### src/include/abc_pkg.sv
// Constants, types and functional notes for the alarm and batch totaliser block
// Functional notes
// Alarm setpoint action: 0 keeps setpoint, 1 substitutes alarm safe setpoint.
// Alarm safe setpoint 0..32000, default zero, held from activation until reset.
// Alarm clear mask bits: switch, external, reset command, automatic.
// Alarm clear mask resets to 15, all methods enabled.
// Alarm mask bit 3 clears alarm once alarm conditions vanish.
// Totaliser value and active state survive power loss and resume.
// Totaliser mode: 0 off, 1 continuous, 2 until batch limit.
// Totaliser value is read/write float, range zero to 10000000.
// Batch limit is float, zero to 9999999, default zero.
// Totaliser setpoint action: 0 keeps setpoint, 1 substitutes totaliser safe setpoint.
// Totaliser safe setpoint 0..32000, default zero, held from limit until reset.
// Totaliser clear mask same layout, resets to 7.
// Totaliser mask bit 3 clears limit condition automatically, e.g. on value reset.
// Totaliser unit is a four-character name from a fixed set.
// Custom volume unit converts mass to volume through stored density.
// Reset command: 1/3 reset totaliser, 2 alarm, 4 reset+disable, 6 error, 7 warning.
// Alarm information bit 4 set when totaliser reached batch limit.
// Alarm activation and release each delayed by 0..255 seconds, default zero.
// Each measurement update adds flow times elapsed time in selected unit.
// Limited mode stops at batch limit and holds until permitted clear.
package abc_pkg;

  // ----------------------------------------------------------------
  // Register map
  // ----------------------------------------------------------------
  localparam logic [15:0] ABC_ADR_ALM_ACT   = 16'h0c25;
  localparam logic [15:0] ABC_ADR_ALM_SAFE  = 16'h0c26;
  localparam logic [15:0] ABC_ADR_ALM_DLY   = 16'h0c27;
  localparam logic [15:0] ABC_ADR_ALM_CLR   = 16'h0c29;
  localparam logic [15:0] ABC_ADR_TOT_ACT   = 16'h0d05;
  localparam logic [15:0] ABC_ADR_TOT_SAFE  = 16'h0d06;
  localparam logic [15:0] ABC_ADR_TOT_MODE  = 16'h0d08;
  localparam logic [15:0] ABC_ADR_TOT_CLR   = 16'h0d09;
  localparam logic [15:0] ABC_ADR_RESET_CMD = 16'h0e68;
  localparam logic [15:0] ABC_ADR_ALM_INFO  = 16'h0034;
  localparam logic [15:0] ABC_ADR_TOT_VAL   = 16'he808;
  localparam logic [15:0] ABC_ADR_LIMIT     = 16'he818;
  localparam logic [15:0] ABC_ADR_UNIT      = 16'he838;
  localparam logic [15:0] ABC_ADR_DENSITY   = 16'he840;

  // ----------------------------------------------------------------
  // Reset values and ranges
  // ----------------------------------------------------------------
  localparam logic [3:0]  ABC_ALM_CLR_RST = 4'hf;
  localparam logic [3:0]  ABC_TOT_CLR_RST = 4'h7;
  localparam logic [15:0] ABC_SP_MAX      = 16'h7d00;
  // IEEE-754 single: 1.0e7 and 9999999.0
  localparam logic [31:0] ABC_TOT_MAX     = 32'h4b189680;
  localparam logic [31:0] ABC_LIMIT_MAX   = 32'h4b18967f;
  // Unit name "ln  " as packed ASCII
  localparam logic [31:0] ABC_UNIT_RST    = 32'h6c6e2020;
  localparam logic [31:0] ABC_DENSITY_RST = 32'h3f800000;

  // ----------------------------------------------------------------
  // Field positions
  // ----------------------------------------------------------------
  localparam int ABC_CLR_SWITCH = 0;
  localparam int ABC_CLR_EXT    = 1;
  localparam int ABC_CLR_CMD    = 2;
  localparam int ABC_CLR_AUTO   = 3;
  localparam int ABC_INFO_ERR   = 0;
  localparam int ABC_INFO_WARN  = 1;
  localparam int ABC_INFO_BATCH = 4;

  localparam logic [1:0] ABC_MODE_OFF  = 2'h0;
  localparam logic [1:0] ABC_MODE_CONT = 2'h1;
  localparam logic [1:0] ABC_MODE_LIM  = 2'h2;

  localparam logic [2:0] ABC_CMD_TOT1    = 3'h1;
  localparam logic [2:0] ABC_CMD_ALARM   = 3'h2;
  localparam logic [2:0] ABC_CMD_TOT3    = 3'h3;
  localparam logic [2:0] ABC_CMD_TOT_DIS = 3'h4;
  localparam logic [2:0] ABC_CMD_ERR     = 3'h6;
  localparam logic [2:0] ABC_CMD_WARN    = 3'h7;

  // ----------------------------------------------------------------
  // Timing
  // ----------------------------------------------------------------
  localparam int ABC_CLK_MHZ   = 200;
  localparam int ABC_SEC_US    = 1000000;
  localparam int ABC_SEC_CYC   = ABC_CLK_MHZ * ABC_SEC_US;

  typedef enum logic [2:0] {
    ABC_AL_IDLE = 3'b001,
    ABC_AL_ARM  = 3'b010,
    ABC_AL_ON   = 3'b100
  } abc_alarm_e;

endpackage
### src/design/abc_alarm_batch.sv
`timescale 1ns/1ps
// Alarm response and batch totaliser with parameter port
module abc_alarm_batch
  import abc_pkg::*;
#(
  parameter int SEC_CYC = ABC_SEC_CYC
)(
  input  wire logic        core_clk_in,
  input  wire logic        nrst_in,
  input  wire logic        par_wr_in,
  input  wire logic        par_rd_in,
  input  wire logic [15:0] par_addr_in,
  input  wire logic [31:0] par_wdata_in,
  input  wire logic        alarm_cond_in,
  input  wire logic        err_set_in,
  input  wire logic        warn_set_in,
  input  wire logic        clr_switch_in,
  input  wire logic        clr_ext_in,
  input  wire logic        upd_in,
  input  wire logic [31:0] increment_in,
  input  wire logic [31:0] sum_in,
  input  wire logic        limit_hit_in,
  input  wire logic [15:0] setpoint_in,
  output logic [31:0]      par_rdata_out,
  output logic             par_ack_out,
  output logic [15:0]      setpoint_out,
  output logic             alarm_out,
  output logic [7:0]       alarm_info_out,
  output logic             upd_req_out,
  output logic [31:0]      upd_value_out,
  output logic [31:0]      upd_density_out,
  output logic             upd_custom_out,
  output logic [31:0]      upd_limit_out
);

  typedef struct packed {
    logic        alm_act;
    logic [15:0] alm_safe;
    logic [7:0]  alm_dly;
    logic [3:0]  alm_clr;
    logic        tot_act;
    logic [15:0] tot_safe;
    logic [1:0]  tot_mode;
    logic [3:0]  tot_clr;
    logic [31:0] tot_val;
    logic [31:0] limit;
    logic [31:0] unit;
    logic [31:0] density;
    logic        restored;
    abc_alarm_e  al_st;
    logic [7:0]  sec_cnt;
    logic [31:0] cyc_cnt;
    logic        alarm;
    logic        batch;
    logic [1:0]  info_ew;
    logic [31:0] rdata;
    logic        ack;
    logic [15:0] sp;
    logic        upd_req;
    logic        custom;
  } abc_st_s;

  abc_st_s     st_r;
  abc_st_s     st_nxt;
  logic [31:0] nv_value;
  logic [1:0]  nv_mode;
  logic        nv_wr;

  // ----------------------------------------------------------------
  // Retained totaliser copy
  // ----------------------------------------------------------------
  abc_nv_store u_nv (
    .core_clk_in  (core_clk_in),
    .wr_en_in     (nv_wr),
    .wr_value_in  (st_r.tot_val),
    .wr_mode_in   (st_r.tot_mode),
    .rd_value_out (nv_value),
    .rd_mode_out  (nv_mode)
  );

  assign nv_wr = st_r.restored;

  function automatic logic [31:0] clip_f(input logic [31:0] v, input logic [31:0] mx);
    // Positive floats order like unsigned integers; sign bit clears to zero
    if (v[31])
      clip_f = 32'h0;
    else if (v > mx)
      clip_f = mx;
    else
      clip_f = v;
  endfunction

  function automatic logic [15:0] clip_sp(input logic [31:0] v);
    if (v > {16'h0, ABC_SP_MAX})
      clip_sp = ABC_SP_MAX;
    else
      clip_sp = v[15:0];
  endfunction

  logic [7:0] info;
  logic       wr_cmd;
  logic [2:0] cmd;
  logic       alm_clear;
  logic       tot_clear;
  logic       tot_reset;
  logic       sec_tick;

  // Custom volume names carry none of the letters g, n or s, wherever the padding sits
  logic [3:0] unit_std;
  for (genvar gi = 0; gi < 4; gi++) begin : g_unit
    assign unit_std[gi] = (st_r.unit[8*gi +: 8] == 8'h67) || (st_r.unit[8*gi +: 8] == 8'h6e)
                          || (st_r.unit[8*gi +: 8] == 8'h73);
  end

  always_comb begin
    st_nxt    = st_r;
    wr_cmd    = par_wr_in && (par_addr_in == ABC_ADR_RESET_CMD);
    cmd       = par_wdata_in[2:0];
    info      = 8'h0;
    tot_reset = 1'b0;
    alm_clear = 1'b0;
    tot_clear = 1'b0;
    sec_tick  = 1'b0;

    // ----------------------------------------------------------------
    // Power-up restore of the totaliser
    // ----------------------------------------------------------------
    if (!st_r.restored) begin
      st_nxt.restored = 1'b1;
      st_nxt.tot_val  = clip_f(nv_value, ABC_TOT_MAX);
      st_nxt.tot_mode = (nv_mode > ABC_MODE_LIM) ? ABC_MODE_OFF : nv_mode;
    end

    // ----------------------------------------------------------------
    // Parameter writes
    // ----------------------------------------------------------------
    if (par_wr_in) begin
      unique case (par_addr_in)
        ABC_ADR_ALM_ACT:  st_nxt.alm_act  = par_wdata_in[0];
        ABC_ADR_ALM_SAFE: st_nxt.alm_safe = clip_sp(par_wdata_in);
        ABC_ADR_ALM_DLY:  st_nxt.alm_dly  = par_wdata_in[7:0];
        ABC_ADR_ALM_CLR:  st_nxt.alm_clr  = par_wdata_in[3:0];
        ABC_ADR_TOT_ACT:  st_nxt.tot_act  = par_wdata_in[0];
        ABC_ADR_TOT_SAFE: st_nxt.tot_safe = clip_sp(par_wdata_in);
        ABC_ADR_TOT_MODE: begin
          if (par_wdata_in[7:0] <= 8'h2)
            st_nxt.tot_mode = par_wdata_in[1:0];
        end
        ABC_ADR_TOT_CLR:  st_nxt.tot_clr  = par_wdata_in[3:0];
        ABC_ADR_TOT_VAL: begin
          st_nxt.tot_val = clip_f(par_wdata_in, ABC_TOT_MAX);
          tot_reset      = (par_wdata_in == 32'h0);
        end
        ABC_ADR_LIMIT:    st_nxt.limit    = clip_f(par_wdata_in, ABC_LIMIT_MAX);
        ABC_ADR_UNIT:     st_nxt.unit     = par_wdata_in;
        ABC_ADR_DENSITY:  st_nxt.density  = par_wdata_in;
        default: ;
      endcase
    end

    // ----------------------------------------------------------------
    // Reset command decode
    // ----------------------------------------------------------------
    if (wr_cmd) begin
      if ((cmd == ABC_CMD_TOT1 || cmd == ABC_CMD_TOT3 || cmd == ABC_CMD_TOT_DIS)
          && st_r.tot_clr[ABC_CLR_CMD]) begin
        st_nxt.tot_val = 32'h0;
        tot_clear      = 1'b1;
        tot_reset      = 1'b1;
        if (cmd == ABC_CMD_TOT_DIS)
          st_nxt.tot_mode = ABC_MODE_OFF;
      end
      if (cmd == ABC_CMD_ALARM && st_r.alm_clr[ABC_CLR_CMD])
        alm_clear = 1'b1;
    end

    // Hardware switch and external line, each gated by its mask bit
    if ((clr_switch_in && st_r.alm_clr[ABC_CLR_SWITCH]) || (clr_ext_in && st_r.alm_clr[ABC_CLR_EXT]))
      alm_clear = 1'b1;
    if ((clr_switch_in && st_r.tot_clr[ABC_CLR_SWITCH]) || (clr_ext_in && st_r.tot_clr[ABC_CLR_EXT]))
      tot_clear = 1'b1;
    if (tot_reset && st_r.tot_clr[ABC_CLR_AUTO])
      tot_clear = 1'b1;

    // ----------------------------------------------------------------
    // Error and warning flags: set wins over clear
    // ----------------------------------------------------------------
    if (wr_cmd && cmd == ABC_CMD_ERR)
      st_nxt.info_ew[0] = 1'b0;
    if (wr_cmd && cmd == ABC_CMD_WARN)
      st_nxt.info_ew[1] = 1'b0;
    if (err_set_in)
      st_nxt.info_ew[0] = 1'b1;
    if (warn_set_in)
      st_nxt.info_ew[1] = 1'b1;

    // ----------------------------------------------------------------
    // Alarm with delayed activation and release
    // ----------------------------------------------------------------
    st_nxt.cyc_cnt = st_r.cyc_cnt + 32'h1;
    if (st_r.cyc_cnt == 32'(SEC_CYC - 1)) begin
      st_nxt.cyc_cnt = 32'h0;
      sec_tick       = 1'b1;
    end
    unique case (st_r.al_st)
      ABC_AL_IDLE: begin
        st_nxt.sec_cnt = 8'h0;
        st_nxt.cyc_cnt = 32'h0;
        if (alarm_cond_in != st_r.alarm)
          st_nxt.al_st = ABC_AL_ARM;
      end
      ABC_AL_ARM: begin
        if (alarm_cond_in == st_r.alarm) begin
          st_nxt.al_st = ABC_AL_IDLE;
        end else if (st_r.sec_cnt >= st_r.alm_dly) begin
          st_nxt.al_st = ABC_AL_ON;
        end else if (sec_tick) begin
          st_nxt.sec_cnt = st_r.sec_cnt + 8'h1;
        end
      end
      ABC_AL_ON: begin
        st_nxt.al_st = ABC_AL_IDLE;
        if (alarm_cond_in)
          st_nxt.alarm = 1'b1;
        else if (st_r.alm_clr[ABC_CLR_AUTO])
          st_nxt.alarm = 1'b0;
      end
      default: st_nxt.al_st = ABC_AL_IDLE;
    endcase
    // A fresh activation wins over a clear in the same cycle
    if (alm_clear && !(st_r.al_st == ABC_AL_ON && alarm_cond_in))
      st_nxt.alarm = 1'b0;

    // ----------------------------------------------------------------
    // Totaliser accumulation
    // ----------------------------------------------------------------
    st_nxt.upd_req = 1'b0;
    if (st_r.restored && st_r.tot_mode != ABC_MODE_OFF && !st_r.batch && !par_wr_in && !wr_cmd) begin
      if (upd_in)
        st_nxt.upd_req = 1'b1;
      if (st_r.upd_req)
        st_nxt.tot_val = clip_f(sum_in, ABC_TOT_MAX);
    end
    if (st_r.restored && st_r.tot_mode == ABC_MODE_LIM && limit_hit_in)
      st_nxt.batch = 1'b1;
    if (tot_clear && !(st_r.tot_mode == ABC_MODE_LIM && limit_hit_in && !tot_reset))
      st_nxt.batch = 1'b0;

    // ----------------------------------------------------------------
    // Setpoint substitution and readback
    // ----------------------------------------------------------------
    if (st_r.alarm && st_r.alm_act)
      st_nxt.sp = st_r.alm_safe;
    else if (st_r.batch && st_r.tot_act)
      st_nxt.sp = st_r.tot_safe;
    else
      st_nxt.sp = setpoint_in;

    info[ABC_INFO_ERR]   = st_r.info_ew[0];
    info[ABC_INFO_WARN]  = st_r.info_ew[1];
    info[ABC_INFO_BATCH] = st_r.batch;
    st_nxt.custom        = ~|unit_std;

    st_nxt.ack   = par_rd_in | par_wr_in;
    st_nxt.rdata = 32'h0;
    if (par_rd_in) begin
      unique case (par_addr_in)
        ABC_ADR_ALM_ACT:   st_nxt.rdata = {31'h0, st_r.alm_act};
        ABC_ADR_ALM_SAFE:  st_nxt.rdata = {16'h0, st_r.alm_safe};
        ABC_ADR_ALM_DLY:   st_nxt.rdata = {24'h0, st_r.alm_dly};
        ABC_ADR_ALM_CLR:   st_nxt.rdata = {28'h0, st_r.alm_clr};
        ABC_ADR_TOT_ACT:   st_nxt.rdata = {31'h0, st_r.tot_act};
        ABC_ADR_TOT_SAFE:  st_nxt.rdata = {16'h0, st_r.tot_safe};
        ABC_ADR_TOT_MODE:  st_nxt.rdata = {30'h0, st_r.tot_mode};
        ABC_ADR_TOT_CLR:   st_nxt.rdata = {28'h0, st_r.tot_clr};
        ABC_ADR_TOT_VAL:   st_nxt.rdata = st_r.tot_val;
        ABC_ADR_LIMIT:     st_nxt.rdata = st_r.limit;
        ABC_ADR_UNIT:      st_nxt.rdata = st_r.unit;
        ABC_ADR_DENSITY:   st_nxt.rdata = st_r.density;
        ABC_ADR_ALM_INFO:  st_nxt.rdata = {24'h0, info};
        default:           st_nxt.rdata = 32'h0;
      endcase
    end

    if (!nrst_in) begin
      st_nxt          = '0;
      st_nxt.alm_clr  = ABC_ALM_CLR_RST;
      st_nxt.tot_clr  = ABC_TOT_CLR_RST;
      st_nxt.unit     = ABC_UNIT_RST;
      st_nxt.density  = ABC_DENSITY_RST;
      st_nxt.al_st    = ABC_AL_IDLE;
    end
  end

  always_ff @(posedge core_clk_in) begin
    st_r <= st_nxt;
  end

  assign par_rdata_out   = st_r.rdata;
  assign par_ack_out     = st_r.ack;
  assign setpoint_out    = st_r.sp;
  assign alarm_out       = st_r.alarm;
  assign alarm_info_out  = {3'h0, st_r.batch, 2'h0, st_r.info_ew[1], st_r.info_ew[0]};
  assign upd_req_out     = st_r.upd_req;
  assign upd_value_out   = st_r.tot_val;
  assign upd_density_out = st_r.density;
  assign upd_custom_out  = st_r.custom;
  assign upd_limit_out   = st_r.limit;
endmodule

### src/design/abc_nv_store.sv
`timescale 1ns/1ps
// Retained totaliser store: value and mode kept across power loss
module abc_nv_store
  import abc_pkg::*;
(
  input  wire logic        core_clk_in,
  input  wire logic        wr_en_in,
  input  wire logic [31:0] wr_value_in,
  input  wire logic [1:0]  wr_mode_in,
  output logic [31:0]      rd_value_out,
  output logic [1:0]       rd_mode_out
);

  typedef struct packed {
    logic [31:0] value;
    logic [1:0]  mode;
    logic [31:0] rd_value;
    logic [1:0]  rd_mode;
  } abc_nv_s;

  // Blank store at first power-up; never cleared by reset afterwards
  abc_nv_s st_r = '0;
  abc_nv_s st_nxt;

  // No reset on purpose: contents stand for retained storage
  always_comb begin
    st_nxt          = st_r;
    if (wr_en_in) begin
      st_nxt.value = wr_value_in;
      st_nxt.mode  = wr_mode_in;
    end
    st_nxt.rd_value = st_r.value;
    st_nxt.rd_mode  = st_r.mode;
  end

  always_ff @(posedge core_clk_in) begin
    st_r <= st_nxt;
  end

  assign rd_value_out = st_r.rd_value;
  assign rd_mode_out  = st_r.rd_mode;

endmodule

### config.mk
export PLATFORM = sky130hd
export DESIGN_NAME = abc_alarm_batch
export DESIGN_NICKNAME = d
export VERILOG_FILES = /design/src/include/abc_pkg.sv /design/src/design/abc_alarm_batch.sv /design/src/design/abc_nv_store.sv
export SDC_FILE = /design/constraint.sdc
export NUM_CORES = 1
export LEC_CHECK = 0
export BUFFER_PORTS_ARGS = -buffer_cell sky130_fd_sc_hd__buf_2
export CAP_MARGIN = 20
export CORE_ASPECT_RATIO = 1.5
export CORE_MARGIN = 2
export CORE_UTILIZATION = 50
export DETAILED_ROUTE_END_ITERATION = 8
export GPL_ROUTABILITY_DRIVEN = 0
export MAX_ROUTING_LAYER = met4
export PLACE_DENSITY = 0.88
export SETUP_SLACK_MARGIN = 0.1
export SLEW_MARGIN = 5
export SYNTH_ARGS = -nofsm -noshare
export SYNTH_HDL_FRONTEND = slang
export SYNTH_SLANG_ARGS = --single-unit
### constraint.sdc
create_clock -name core_clk_in -period 3.2 [get_ports core_clk_in]
set_input_delay 0.32 -clock core_clk_in [delete_from_list [all_inputs] [get_ports core_clk_in]]
set_output_delay 0.32 -clock core_clk_in [all_outputs]
set_load 0.1 [all_outputs]
# Word level (Yosys, flattened, before mapping)
# Cells that the tools add are included.
# op_classes
eq_ne,44
n_lt_le_gt_ge,8
n_addsub,2
n_bitwise,2
n_reduce_logical,67
muxes,66
# op_table
operator,n
32-bit 2-to-1 mux,14
32-bit case mux with 13 select lines,1
31-bit 2-to-1 mux,6
"16-bit by 12-bit == test with 1-bit output, second input constant",9
134-bit 2-to-1 mux,1
"32-bit by 31-bit greater-than comparator with 1-bit output, second input constant",4
99-bit 2-to-1 mux,1
"8-bit by 7-bit == test with 1-bit output, second input constant",12
"16-bit == test, second input constant",4
16-bit 2-to-1 mux,3
"32-bit by 1-bit adder with 32-bit output, second input constant",1
"32-bit by 28-bit == test with 1-bit output, second input constant",1
"32-bit by 15-bit greater-than comparator with 1-bit output, second input constant",1
32-bit logical NOT,1
2-bit AND reduction,14
1-bit 2-to-1 mux,24
8-bit 2-to-1 mux,3
1-bit logical AND,23
"16-bit by 6-bit == test with 1-bit output, second input constant",1
8-bit case mux with 2 select lines,1
2-bit 2-to-1 mux,7
"3-bit == test, second input constant",4
1-bit logical OR,12
2-bit nonzero test,5
other kinds (21),36
# word_totals
regBits,347
inputBits,139
elab_cells,218

# Logic depth before layout (Yosys ltp)
# logic_depth
word_depth,12
mapped_depth,9

# By module
# From an unflattened synthesis, not the netlist that was laid out.
# unflattened
cells_unflattened,1786
area_unflattened_um2,15707.6
# by_module_without_submodules
module,area_each_um2,n_inst,seq_area_each_um2,cells_per_inst
abc_alarm_batch,14005.9,1,5565.3,1718
abc_nv_store,1701.6,1,1701.6,68

# Worst setup path after synthesis
# Ideal clock, no wire load.
# synth_timing
path_kind,register to register
from,register st_r (netlist bit nv_wr)
to,register st_r (netlist bit upd_value_out[14])
path_buffers,3
setup_ns,0.060
arrival_ns,3.087
path_stages_with_launch,10
period_less_slack_ns,3.147
setup_slack_ns,0.053
required_ns,3.140
cell_sequence,dfxtp_1 buf_2 o21ai_0 nor3_1 nand2_1 nor3_1 nor2b_1 buf_1 clkbuf_1 a221o_1
# synth_between
elab_chain_len,7
word_cells_on_any_way,11
classes_between,mux: 7; reduce/logical: 4
# synth_lines
element,line,source
start: declaration,abc_alarm_batch.sv:63,abc_st_s st_r;
start signal: assignment,abc_alarm_batch.sv:296,st_r <= st_nxt;
32-bit 2-to-1 mux,abc_alarm_batch.sv:128,if (!st_r.restored) begin
32-bit 2-to-1 mux,abc_alarm_batch.sv:138,unique case (par_addr_in)
134-bit 2-to-1 mux,abc_alarm_batch.sv:137,if (par_wr_in) begin
32-bit 2-to-1 mux,abc_alarm_batch.sv:165,if ((cmd == ABC_CMD_TOT1 || cmd == ABC_CMD_TOT3 || cmd == ABC_CMD_TOT_DIS)
32-bit 2-to-1 mux,abc_alarm_batch.sv:164,if (wr_cmd) begin
32-bit 2-to-1 mux,abc_alarm_batch.sv:241,if (st_r.upd_req)
32-bit 2-to-1 mux (*),abc_alarm_batch.sv:238,if (st_r.restored && st_r.tot_mode != ABC_MODE_OFF && !st_r.batch && !par_wr_in && !wr_cmd) begin
# Mark *: on every way between the ends. The rest lies on a longest branch, timed or not.
# A chain may end at the register's enable or synchronous reset.

# Worst setup path in the final report
# layout_timing
from,input port sum_in[27]
to,register st_r (netlist bit upd_value_out[20])
# layout_between
elab_chain_len,5
# layout_lines
element,line,source
start: declaration,abc_alarm_batch.sv:21,"input wire logic [31:0] sum_in,"
32-bit by 31-bit greater-than comparator with 1-bit output,abc_alarm_batch.sv:87,else if (v > mx)
31-bit 2-to-1 mux,abc_alarm_batch.sv:87,
31-bit 2-to-1 mux,abc_alarm_batch.sv:85,if (v[31])
32-bit 2-to-1 mux,abc_alarm_batch.sv:241,
32-bit 2-to-1 mux,abc_alarm_batch.sv:238,
# No other way between the ends.

==> results.yml <==
placed_design:
  post-place-ws_ns: 0.327
  hpwl_um: 36400
  numPortBuffers: 256
die:
  die_y_um: 221
  ios: 295
  start_util: 0.506
  core_area_um2: 31000
  dieArea_um2: 32900
  die_w_um: 149
  rows: 79
outcome:
  status: "finished, final reports clean"
final_layout:
  area_delta_synth_final_pct: 11.7
  final_cell_mix: "311 x dfxtp_1, 260 x nand2_1, 256 x buf_2, 163 x nor2_1, 121 x a21oi_1"
  nets: 2023
  drive_gt1_frac: 0.217
  mostFrequentLayoutCell: "dfxtp_1"
  fillers: 2529
grt:
  overflow: 0
  grt_pass1_vias: 14300
  antenna_found_initial: 1
  grt_max_degree: 82
  grt_pass1_wl_um: 80900
  grt_usage: 0.324
sta:
  max_slew.worst_pin.slew_ns: 1.08
  setup_ws_ns: 0.514
  fmax_ghz: 0.372
  slew_violations: 0
  fin_skew_ns: 0.0157
  fin_tns_setup_ns: 0
  hold_violations: 0
  maxSlewHeadroom: 0.279
  rsz0062_at_grt: "false"
  min_period_over_period: 0.839
  fin_crit_ns: 2.69
  finalSetupViolCount: 0
worst_setup_path:
  worst_setup_path_start_kind: "primary input"
  cp_max_fo: 7
  worstSetupEndpointType: "flop"
  cp.required_ns: 3.68
  reg2reg_to: "st_r[92]"
  r2r-start: "st_r[259]"
  r2r_cells: 10
  arrival_ns: 3.17
  worstSetupPathType: "primary input to flop"
  r2r_slack_ns: 0.78
synthesis:
  syn-instance-count: 1784
  yosys.area_share.simple: 0.215
  yosys.area_share.adder: 0.00796
  ys_warn_count: 0
  synth_area_leaders: "dfxtp_1 40%, buf_4 7.3%, edfxtp_1 6.5%"
  yosys.area_share.xor_xnor: 0.0195
  synth_top_family_by_area: "simple AND/OR/NAND/NOR gates"
  synth_top_area_share: 0.397
  ys_types: 78
  syn_avg_cell_area_um2: 8.81
  synth_compound_area_frac: 0.164
  synth_seq_cells: 346
  synthesis.area_um2: 15700
  synth-edff-count: 34
  synth_sequential_area_ratio: 0.462
  yosys.area.top_type: "dfxtp_1"
  ys.flop_type: "dfxtp_1"
  synthMuxAreaShare: 0.0235
  async_flop_share: 0
cts:
  insertion_delay_ns: 0.59
  numCtsBuffers: 31
  cts.sink_count: 346
  path_clk_slew_ns: 0.07
  clockRootBuffer: "clkbuf_16"
  cts_tree: "yes"
  htree_levels: 1
  clock_path_buffers: 3
routing:
  routed_via_density: 6.45
  ant_nets: 0
  totalWireLength_um: 54000
  routedWlPerCell_um: 23.4
  drc: 0
  drt-initial-drc-count: 1857
  vias: 14900
  drtPass1Iterations: 9
worst_hold_path:
  min_path_type: "primary input to flop"
  hold_path_startpoint: "sum_in[8]"
  hold_depth: 2
  whs_endpoint: "upd_value_out[8]"
power:
  vdd_ir_drop_max_mv: 0.439
  cellPowerDensity_nw_per_um2: 524
  p_leak_nw: 6.94
run:
  timing.max_cap.violations: 0
state kept, by name, summed over array words and instances (netlist names):
| signal | cells |
|---|---|
| upd_density_out | 32 |
| alarm_info_out | 3 |
| u_nv.rd_mode_out | 2 |
| par_ack_out | 1 |
| nv_wr | 1 |
| u_nv.st_nxt | 34 |
| alarm_out | 1 |
| setpoint_out | 16 |
| upd_req_out | 1 |
| st_r | 127 |
| par_rdata_out | 32 |
| u_nv.rd_value_out | 32 |
| upd_value_out | 32 |
| upd_custom_out | 1 |
| upd_limit_out | 31 |
where the power goes:
group          total, mW  switching [mW]  internal [mW]  leakage [nW]
Combinational      0.711           0.547          0.164          3.54
Clock               3.99            1.71           2.28         0.517
Sequential          4.50          0.0550           4.45          2.88
Total               9.21            2.31           6.89          6.94
cell type report:
class | count | area, µm² | share of cell area
well taps | 405 | 507 | 0.0289
clock inverters | 22 | 263 | 0.0150
inverters | 22 | 85.1 | 0.00485
diodes | 1 | 2.50 | 0.000143
repair buffers | 318 | 1840 | 0.105
clock buffers | 36 | 805 | 0.0458
multi-input cells | 1155 | 6780 | 0.386
flip-flops and latches | 346 | 7270 | 0.414
logic make-up after synthesis:
logic type / count (synthesis)
simple gates: 703
compound gates: 368
flops: 346
buf+inv: 288
xor+xnor: 35
mux: 33
fa+ha+maj: 10
other cells: 1
metal layers:
metal  vias to the layer above  part of all wire  GRT usage
met1                      6983              0.32      0.345
met5                         -                 0          -
li1                       6387                 -          -
met2                      1138              0.48      0.526
met4                         0             0.088      0.236
met3                       356              0.11     0.0734
worst max-delay path, cell delays in order:
cell	delay, ns
buf_2	0.13
a211o_1	0.28
a21oi_1	0.84
and4b_1	0.35
a21oi_1	0.11
o21ai_1	0.65
o21ai_0	0.22
a31o_2	0.25
worst max path at each step:
| stage | start | endpoint | slack, ns |
|---|---|---|---|
| 3_3_place_gp | par_addr_in[15] | upd_value_out[13] | 0.37 |
| 3_5_place_dp | par_addr_in[15] | upd_value_out[6] | 0.33 |
| 6_report | sum_in[27] | upd_value_out[20] | 0.51 |
| 4_1_cts | st_r[87] | st_r[92] | 0.79 |
| 2_1_floorplan | nv_wr | upd_value_out[14] | 0.44 |
| 5_1_grt | sum_in[27] | upd_value_out[20] | 0.63 |
synth_stat cells, drive strengths merged (4+ instances only):
library cell,instances
a22oi,31
and4,6
or3,10
o21ai,42
o31a,7
a221oi,4
nor2b,9
mux2,31
a221o,20
nand3,105
xnor2,6
nand2b,16
a311oi,16
dfxtp,312
clkbuf,93
nor2,163
edfxtp,34
a21oi,121
a222oi,34
nor3b,9
inv,22
ha,10
nand4b,7
xor2,29
a31o,7
a211o,5
a31oi,11
and2,11
buf,173
a22o,21
nand2,260
or4,7
nor3,20
and3,24
a211oi,21
nor4b,7
nand4,20
a21o,5
nor4,17
o211ai,8
per-stage QoR:
step	cells	utilization	hold WS (ns)	total power [mW]	area (µm²)
finish	2305	0.566	0.000864	9.21	17600
global route	2305	0.566	0.0124	9.38	17600
CTS	2302	0.564	0.000115	9.16	17500
detailed placement	2234	0.527	0.327	5.27	16300
global placement	2234	0.527	0.323	5.26	16300
floorplan	1789	-	0.323	5.06	15700
repair_timing:
| item | in CTS | in global routing |
|---|---|---|
| endpoints found under the setup margin | 0 | 1 |
| resized for setup | 0 | 2 |
| hold endpoints to repair | 10 | 0 |
| buffers inserted | 0 | 0 |
| hold buffers | 10 | 0 |
Note: power is estimated with default switching activity, not from simulation.
